<file path="config.mk">
export PLATFORM = sky130hd
export DESIGN_NAME = ldsc_serial_control
export DESIGN_NICKNAME = d
export VERILOG_FILES = /design/src/hw/ldsc_pkg.sv /design/src/hw/ldsc_serial_control.sv /design/src/hw/ldsc_pwm_channel.sv
export SDC_FILE = /design/constraint.sdc
export NUM_CORES = 1
export LEC_CHECK = 0
export BUFFER_PORTS_ARGS = -buffer_cell sky130_fd_sc_hd__buf_2
export CAP_MARGIN = 20
export CORE_ASPECT_RATIO = 0.9
export CORE_MARGIN = 5
export CORE_UTILIZATION = 63
export CTS_CLUSTER_SIZE = 25
export DETAILED_ROUTE_END_ITERATION = 7
export MAX_ROUTING_LAYER = met4
export PLACE_DENSITY = 0.81
export SLEW_MARGIN = 20
export SYNTH_ARGS = -nofsm -noshare
export SYNTH_HDL_FRONTEND = slang
export SYNTH_SLANG_ARGS = --single-unit
</file>
<file path="constraint.sdc">
create_clock -name clk -period 2.45 [get_ports clk]
set_input_delay 0.1225 -clock clk [delete_from_list [all_inputs] [get_ports clk]]
set_output_delay 0.1225 -clock clk [all_outputs]
set_load 0.01 [all_outputs]
</file>
<file path="src/hw/ldsc_pkg.sv">
// Shared constants and types for the LED driver serial control block.
package ldsc_pkg;

   // Serial word length, output counts, and control and status word field widths.
   localparam int WORD_BITS      = 36;
   localparam int ADDR_BITS      = 3;
   localparam int DUTY_BITS      = 10;
   localparam int DIV_BITS       = 4;
   localparam int LEVEL_BITS     = 4;
   localparam int BANK_OUTPUTS   = 8;
   localparam int NUM_OUTPUTS    = 16;
   localparam int MASK_REV_BITS  = 3;
   localparam int FILLER_BITS    = 15;

   // Field positions inside the shift register, index 0 holds word bit 1.
   localparam int ADDR_LSB       = 0;
   localparam int DUTY_A_LSB     = 3;
   localparam int DUTY_B_LSB     = 13;
   localparam int WD_DISABLE_POS = 23;
   localparam int DIV_LSB        = 24;
   localparam int LEVEL_A_LSB    = 28;
   localparam int LEVEL_B_LSB    = 32;

   // Status filler: word bit 22 reads 0, then the bits alternate.
   localparam logic [FILLER_BITS-1:0] STATUS_FILLER = 15'h2aaa;

   // Clock period and watchdog window, each in its own unit.
   localparam int CLK_PERIOD_NS  = 100;
   localparam int WD_MIN_US      = 25;
   localparam int WD_MAX_US      = 200;
   // Quiet time is a least time (round up), timeout a longest time (round down).
   localparam int WD_MIN_CYC = (WD_MIN_US * 1000 + CLK_PERIOD_NS - 1) / CLK_PERIOD_NS;
   localparam int WD_MAX_CYC = (WD_MAX_US * 1000) / CLK_PERIOD_NS;
   localparam int WD_CNT_BITS    = 11;

   // Values after reset: all duties zero, watchdog active, divide by one.
   localparam logic [DUTY_BITS-1:0]  DUTY_RESET  = 10'h000;
   localparam logic [DIV_BITS-1:0]   DIV_RESET   = 4'h0;
   localparam logic [LEVEL_BITS-1:0] LEVEL_RESET = 4'h0;
   localparam logic [WORD_BITS-1:0]  SHIFT_RESET = 36'h000000000;

   // Control word as shifted in, most significant field first.
   typedef struct packed {
      logic [LEVEL_BITS-1:0] levelB;
      logic [LEVEL_BITS-1:0] levelA;
      logic [DIV_BITS-1:0]   divisor;
      logic                  wdDisable;
      logic [DUTY_BITS-1:0]  dutyB;
      logic [DUTY_BITS-1:0]  dutyA;
      logic [ADDR_BITS-1:0]  addr;
   } ldsc_control_type;

   // Status word as loaded for shifting out.
   typedef struct packed {
      logic [FILLER_BITS-1:0]   filler;
      logic [MASK_REV_BITS-1:0] maskRev;
      logic                     thermal;
      logic                     watchdog;
      logic [BANK_OUTPUTS-1:0]  okB;
      logic [BANK_OUTPUTS-1:0]  okA;
   } ldsc_status_type;

   // Transfer sequencer states.
   typedef enum logic [1:0] {
      XFER_SHIFT     = 2'b00,
      XFER_WAIT_FALL = 2'b01,
      XFER_WAIT_RISE = 2'b10,
      XFER_HOLD      = 2'b11
   } ldsc_xfer_state_type;

endpackage

</file>
<file path="src/hw/ldsc_serial_control.sv">
// Serial control word, status word, watchdog and PWM outputs of the driver.
`timescale 1ns/1ps
`default_nettype none

// Notes on behaviour
// - Control bits 1-3 address one channel per bank, bit 1 LSB.
// - Bits 4-13 bank A duty, bits 14-23 bank B duty, low bit LSB.
// - Control bit 24 set to 1 disables the watchdog.
// - Bits 25-28 hold the PWM clock divisor code, bit 25 LSB.
// - Bits 29-32 bank A coarse level, bits 33-36 bank B level.
// - Status bits 1-16 report open outputs, zero meaning open.
// - Status bit 17 is one after a watchdog timeout.
// - Status bit 18 is one on overtemperature.
// - Status bits 19-21 return a fixed mask revision, bit 19 LSB.
// - Status bits 22-36 alternate starting with zero at bit 22.
// - No timeout with edges under 25 us apart; timeout after 200 us idle.
// - With strobe low the part is a plain 36-bit shift register.
// - Strobe high stops shifting; fall copies control, next rise loads status.
// - Bit 36 shifts in first and status bit 36 shifts out first.
// - PWM clock is the shift clock divided by divisor code plus one.
module ldsc_serial_control #(
   parameter logic [2:0] MASK_REVISION = 3'h1 // Arbitrary revision value.
) (
   input  wire logic                          clk,
   input  wire logic                          reset,
   input  wire logic                          serialClockIn,
   input  wire logic                          serialDataIn,
   input  wire logic                          transferStrobe,
   input  wire logic [ldsc_pkg::NUM_OUTPUTS-1:0] openFault,
   input  wire logic                          overTemp,
   output logic                               serialDataOut,
   output logic [ldsc_pkg::NUM_OUTPUTS-1:0]   ledOn,
   output logic [ldsc_pkg::LEVEL_BITS-1:0]    coarseLevelA,
   output logic [ldsc_pkg::LEVEL_BITS-1:0]    coarseLevelB,
   output logic                               watchdogTimedOut
);

   localparam int W  = ldsc_pkg::WORD_BITS;
   localparam int DB = ldsc_pkg::DUTY_BITS;

   // Edge detection of the serial clock, sampled as a synchronous input.
   logic                    sclkPrev_q;
   logic                    sclkRise;
   logic                    sclkFall;

   // Transfer sequencer and shift register.
   ldsc_pkg::ldsc_xfer_state_type state_d;
   ldsc_pkg::ldsc_xfer_state_type state_q;
   logic [W-1:0]            shift_d;
   logic [W-1:0]            shift_q;
   ldsc_pkg::ldsc_control_type ctrlWord;
   ldsc_pkg::ldsc_status_type  statusWord;

   // Control registers.
   logic [DB-1:0]           duty_d [ldsc_pkg::NUM_OUTPUTS];
   logic [DB-1:0]           duty_q [ldsc_pkg::NUM_OUTPUTS];
   logic                    wdDisable_d;
   logic                    wdDisable_q;
   logic [ldsc_pkg::DIV_BITS-1:0]   divisor_d;
   logic [ldsc_pkg::DIV_BITS-1:0]   divisor_q;
   logic [ldsc_pkg::LEVEL_BITS-1:0] levelA_d;
   logic [ldsc_pkg::LEVEL_BITS-1:0] levelA_q;
   logic [ldsc_pkg::LEVEL_BITS-1:0] levelB_d;
   logic [ldsc_pkg::LEVEL_BITS-1:0] levelB_q;
   logic                    configured_d;
   logic                    configured_q;
   logic                    copyControl;

   // Watchdog, thermal and PWM timebase state.
   logic [ldsc_pkg::WD_CNT_BITS-1:0] idle_d;
   logic [ldsc_pkg::WD_CNT_BITS-1:0] idle_q;
   logic                    wdFlag_d;
   logic                    wdFlag_q;
   logic                    thermal_q;
   logic [ldsc_pkg::DIV_BITS-1:0] divCnt_d;
   logic [ldsc_pkg::DIV_BITS-1:0] divCnt_q;
   logic [DB-1:0]           pwmCount_d;
   logic [DB-1:0]           pwmCount_q;
   logic                    forceOff;

   assign sclkRise = serialClockIn && !sclkPrev_q;
   assign sclkFall = !serialClockIn && sclkPrev_q;
   assign ctrlWord = ldsc_pkg::ldsc_control_type'(shift_q);

   // Status word assembled from live fault inputs and flags.
   always_comb begin
      statusWord.okA      = ~openFault[ldsc_pkg::BANK_OUTPUTS-1:0];
      statusWord.okB      = ~openFault[ldsc_pkg::NUM_OUTPUTS-1:ldsc_pkg::BANK_OUTPUTS];
      statusWord.watchdog = wdFlag_q;
      statusWord.thermal  = thermal_q;
      statusWord.maskRev  = MASK_REVISION;
      statusWord.filler   = ldsc_pkg::STATUS_FILLER;
   end

   // Sequencer: shifting while the strobe is low, one copy and one status
   // load while it is high. Shifting toward bit 36 means the first bit in
   // ends in bit 36 and bit 36 is always the one on the serial output.
   always_comb begin
      state_d     = state_q;
      shift_d     = shift_q;
      copyControl = 1'b0;
      if (!transferStrobe) begin
         state_d = ldsc_pkg::XFER_SHIFT;
         if (sclkRise) begin
            shift_d = {shift_q[W-2:0], serialDataIn};
         end
      end else begin
         case (state_q)
            ldsc_pkg::XFER_SHIFT: begin
               // A rising edge in the same cycle as the strobe is not shifted,
               // but a falling edge seen together with the strobe already
               // copies, so a tight controller never loses its word.
               if (sclkFall) begin
                  copyControl = 1'b1;
                  state_d     = ldsc_pkg::XFER_WAIT_RISE;
               end else begin
                  state_d = ldsc_pkg::XFER_WAIT_FALL;
               end
            end
            ldsc_pkg::XFER_WAIT_FALL: begin
               if (sclkFall) begin
                  copyControl = 1'b1;
                  state_d     = ldsc_pkg::XFER_WAIT_RISE;
               end
            end
            ldsc_pkg::XFER_WAIT_RISE: begin
               if (sclkRise) begin
                  shift_d = statusWord;
                  state_d = ldsc_pkg::XFER_HOLD;
               end
            end
            ldsc_pkg::XFER_HOLD: begin
               state_d = ldsc_pkg::XFER_HOLD;
            end
            default: begin
               state_d = ldsc_pkg::XFER_SHIFT;
            end
         endcase
      end
   end

   always_ff @(posedge clk) begin
      if (reset) begin
         state_q    <= ldsc_pkg::XFER_SHIFT;
         shift_q    <= ldsc_pkg::SHIFT_RESET;
         sclkPrev_q <= 1'b0;
      end else begin
         state_q    <= state_d;
         shift_q    <= shift_d;
         sclkPrev_q <= serialClockIn;
      end
   end

   // Control copy: only the addressed channel of each bank takes a duty.
   always_comb begin
      duty_d       = duty_q;
      wdDisable_d  = wdDisable_q;
      divisor_d    = divisor_q;
      levelA_d     = levelA_q;
      levelB_d     = levelB_q;
      configured_d = configured_q;
      if (copyControl) begin
         duty_d[ctrlWord.addr] = ctrlWord.dutyA;
         duty_d[{1'b1, ctrlWord.addr}] = ctrlWord.dutyB;
         wdDisable_d  = ctrlWord.wdDisable;
         divisor_d    = ctrlWord.divisor;
         levelA_d     = ctrlWord.levelA;
         levelB_d     = ctrlWord.levelB;
         configured_d = 1'b1;
      end
   end

   // All outputs stay dark after reset until the first control copy.
   always_ff @(posedge clk) begin
      if (reset) begin
         for (int i = 0; i < ldsc_pkg::NUM_OUTPUTS; i++) begin
            duty_q[i] <= ldsc_pkg::DUTY_RESET;
         end
         wdDisable_q  <= 1'b0;
         divisor_q    <= ldsc_pkg::DIV_RESET;
         levelA_q     <= ldsc_pkg::LEVEL_RESET;
         levelB_q     <= ldsc_pkg::LEVEL_RESET;
         configured_q <= 1'b0;
      end else begin
         duty_q       <= duty_d;
         wdDisable_q  <= wdDisable_d;
         divisor_q    <= divisor_d;
         levelA_q     <= levelA_d;
         levelB_q     <= levelB_d;
         configured_q <= configured_d;
      end
   end

   // Watchdog: counts system cycles since the last serial clock rise. The
   // threshold sits at the longest allowed idle time, well clear of the
   // shortest, so a slow but legal controller never trips it.
   always_comb begin
      idle_d   = idle_q;
      wdFlag_d = wdFlag_q;
      if (wdDisable_q) begin
         idle_d   = '0;
         wdFlag_d = 1'b0;
      end else if (sclkRise) begin
         idle_d   = '0;
         wdFlag_d = 1'b0;
      end else if (idle_q != ldsc_pkg::WD_CNT_BITS'(ldsc_pkg::WD_MAX_CYC)) begin
         idle_d = idle_q + 1'b1;
         if (idle_q == ldsc_pkg::WD_CNT_BITS'(ldsc_pkg::WD_MAX_CYC - 1)) begin
            wdFlag_d = 1'b1;
         end
      end
   end

   // PWM timebase: one count every divisor-plus-one serial clock rises.
   always_comb begin
      divCnt_d   = divCnt_q;
      pwmCount_d = pwmCount_q;
      if (sclkRise) begin
         if (divCnt_q >= divisor_q) begin
            divCnt_d   = '0;
            pwmCount_d = pwmCount_q + 1'b1;
         end else begin
            divCnt_d = divCnt_q + 1'b1;
         end
      end
   end

   always_ff @(posedge clk) begin
      if (reset) begin
         idle_q     <= '0;
         wdFlag_q   <= 1'b0;
         thermal_q  <= 1'b0;
         divCnt_q   <= '0;
         pwmCount_q <= '0;
      end else begin
         idle_q     <= idle_d;
         wdFlag_q   <= wdFlag_d;
         thermal_q  <= overTemp;
         divCnt_q   <= divCnt_d;
         pwmCount_q <= pwmCount_d;
      end
   end

   assign forceOff = wdFlag_q || thermal_q || !configured_q;

   // One comparator channel per output; bank A first, then bank B.
   for (genvar ch = 0; ch < ldsc_pkg::NUM_OUTPUTS; ch++) begin : g_chan
      ldsc_pwm_channel #(
         .DUTY_BITS (DB)
      ) u_chan (
         .clk      (clk),
         .reset    (reset),
         .duty     (duty_q[ch]),
         .count    (pwmCount_q),
         .forceOff (forceOff),
         .ledOn    (ledOn[ch])
      );
   end

   assign serialDataOut    = shift_q[W-1];
   assign coarseLevelA     = levelA_q;
   assign coarseLevelB     = levelB_q;
   assign watchdogTimedOut = wdFlag_q;
endmodule

`default_nettype wire

</file>
<file path="src/hw/ldsc_pwm_channel.sv">
// One PWM output channel comparing the shared count with its duty value.
`timescale 1ns/1ps
`default_nettype none

module ldsc_pwm_channel #(
   parameter int DUTY_BITS = 10
) (
   input  wire logic                 clk,
   input  wire logic                 reset,
   input  wire logic [DUTY_BITS-1:0] duty,
   input  wire logic [DUTY_BITS-1:0] count,
   input  wire logic                 forceOff,
   output logic                      ledOn
);

   logic ledOn_d;
   logic ledOn_q;

   // The output is off past the duty value and whenever a fault forces it.
   always_comb begin
      ledOn_d = !forceOff && !(count > duty);
   end

   // Registered so the pin never glitches while the count ripples.
   always_ff @(posedge clk) begin
      if (reset) begin
         ledOn_q <= 1'b0;
      end else begin
         ledOn_q <= ledOn_d;
      end
   end

   assign ledOn = ledOn_q;
endmodule

`default_nettype wire

</file>
==> impl_results.md <==
* FFs w/ async S/R, synth at 0%
* Setup slack after layout at 353 ps
* Register area share after synthesis at 37.8%
* Routability congestion estimate at 0.898
* Multi-input gate area at 0.00730 sq mm
* All-Layer GR Usage at 29.0%
* H-Tree Depth at 1
* EDFF count, synth at 0
* Chip width at 165 microns
* Latest clock arrival within the worst-skew pair at 540 ps
* Most common cell in the netlist: dfxtp_1
* Power, Total at 9.30 mW
* Synth top area share at 37.8%
* Synth Register Bits at 256
* CTS sink count at 256
* Leading area contributor after synthesis: dfxtp_1
* CP Data Required Time at 2880 ps
* Worst Clk Skew at 9.52 ps
* Cell row count at 50
* Total gr overflow at 0
* Post-Syn Area at 0.0135 sq mm
* Unrepaired setup endpoints after global routing: false
* Syn avg cell area at 8.48 sq um
* PostCTS Resize Cnt at 0
* # Post-CTS Setup Buffers at 0
* Largest net degree at the start of global routing at 85
* Post-route cell area at 0.0151 sq mm
* Syn_nets at 1788
* DP Worst Slack at 373 ps
* DP HPWL at 22000 microns
* CP Max Fanout at 4
* Minimum clock period at 2100 ps
* Via-to-Cell Ratio at 5.81
* F_max at 0.477 GHz
* Post-Synthesis Cells at 1598
* Die Ht at 149 microns
* Avg WL per Cell at 17.8 microns
* Synth unique cells at 55
* Clock Tree Root: clkbuf_16
* DR pass1 iterations at 5
* CTS Buf Count at 27
* Post-Place Cell Area at 0.0140 sq mm
* Routed WL at 34500 microns
* LEAKAGE at 6.16 nW
* Worst slew margin at 52.6%
* Antenna-violating nets left at 0
* FILL cells at 1514
* Slew Viols, Final at 0
* Share of layout cells above drive strength 1 at 9.90%
* Vias in the first global route at 11000
* Global-route wire length before repair at 56000 microns
* Initial antenna violation count at 0
* Worst Setup Path Type: flop to flop
* Final setup TNS at 0 ps
* Critical Path Start Type: flop
* Final core utilization at 72.2%
* CTS Hold Bufs at 19
* # setup viols final at 0
* Via count at 11200
* Layout area overhead at 11.7%
* Die Area at 0.0245 sq mm
* Nets@finish at 1816
* Final clock period utilization by the worst path at 85.6%
* CTS clock-pin slew for the worst setup and hold paths at 70 ps
* WP data arrival at 2530 ps
* Reg-to-Reg Start: divCnt_q[0]
* ANT cells at 0
* CP Capture Type: flop
* First DRT Iteration DRCs at 885
* Area contributors post-synth: dfxtp_1, ha_1, mux2i_1, nand2_1, nor2_1
* Dominant synthesized flop cell: dfxtp_1
* Tightest Hold Check Type: input port to flop
* CTS tree: done
* Final Hold Viols at 0
* Actual slew at the worst max-slew pin at 710 ps
* Hold_sp: reset
* Worst Setup SP: divCnt_q[0]
* Ys Warns at 0
* PwrDens at 614 mW/mm^2
* Post-synth top cells: dfxtp_1, nand2_1, nor2_1, ha_1, inv_1
* Clk buf depth at 3
* IO buf count at 47
* Reg area at 0.00512 sq mm
* Core ar. at 0.0210 sq mm
* IO Count at 48
* Worst VDD drop at 0.549 mV
* Initial Utilization at 64.6%
* Drc violations at 0
* Max-Cap Viols at 0
* Status: finished clean
==> kinds of logic after synthesis <==
group,after synthesis,synth area share [%]
compound gates,261,11.3
xor+xnor,13,0.840
fa+ha+maj,168,15.5
buf+inv,265,8.55
flops,256,37.8
mux,107,7.95
simple gates,528,18.0
==> flip-flops by register name, indices dropped and copies added, names as in the netlist <==
| signal | cells |
|---|---|
| g_chan.u_chan.ledOn | 16 |
| ctrlWord | 36 |
| divCnt_q | 4 |
| idle_q | 11 |
| wdDisable_q | 1 |
| divisor_q | 4 |
| watchdogTimedOut | 1 |
| pwmCount_q | 10 |
| configured_q | 1 |
| thermal_q | 1 |
| state_q | 2 |
| duty_q | 160 |
| coarseLevelB | 4 |
| coarseLevelA | 4 |
| sclkPrev_q | 1 |
==> layer usage <==
metal,vias up,part of all wire (%),track usage (%),routed length (microns)
met4,0,3.8,10.6,1310
met1,5248,42,37.4,14500
li1,5452,-,-,-
met5,-,0,-,0
met2,433,46,45.9,16000
met3,102,7.9,4.86,2720
==> power by group <==
group | total [mW] | switching, mW | leakage (nW) | internal, mW
logic | 0.438 | 0.273 | 3.61 | 0.165
clock network | 4.56 | 1.77 | 0.483 | 2.79
registers | 4.30 | 0.0962 | 2.07 | 4.20
==> stage by stage <==
step | std cells | hold slack [ps]
finish | 1933 | 23.0
global route | 1933 | 65.8
CTS | 1933 | 47.4
detailed placement | 1864 | 346
floorplan | 1598 | 251
global placement | 1864 | 342
==> cell type report <==
type	instances	area share, %
sequential	256	33.9
multi-input combinational	1077	48.2
tap	286	2.36
inverter	157	3.89
clock inverter	16	1.65
clock buffer	34	4.90
timing repair buffer	107	5.13
==> worst paths after layout <==
path	slack [ps]	endpoint	cells after the start
hold reg to reg	450	duty_q[89]	2
hold / removal	20	sclkPrev_q	2
setup / recovery	350	pwmCount_q[4]	7
setup reg to reg	350	pwmCount_q[4]	7
==> worst max-delay path, cell delays in order (launching register included) <==
cell	delay (ps)
dfxtp_1	380
inv_1	80
ha_1	270
nand2b_4	150
a2111oi_4	500
nor3_2	130
and3_4	210
mux2_4	280
==> placed cells by master (no fill, tap or decap), types with 11 or more instances in the layout <==
master and n:
o21ai_0 38, mux2i_1 105, o211ai_1 31, inv_1 157
nor2b_1 19, dfxtp_1 256, a21oi_1 130, buf_4 38
dlygate4sd3_1 19, nand4_1 52, nor3_1 11, a211oi_1 18
clkbuf_16 27, nand3_1 27, ha_1 168, nand2_1 189
buf_2 46, nor2_1 181, a21o_1 17
Power figures use the tool's default switching activity.
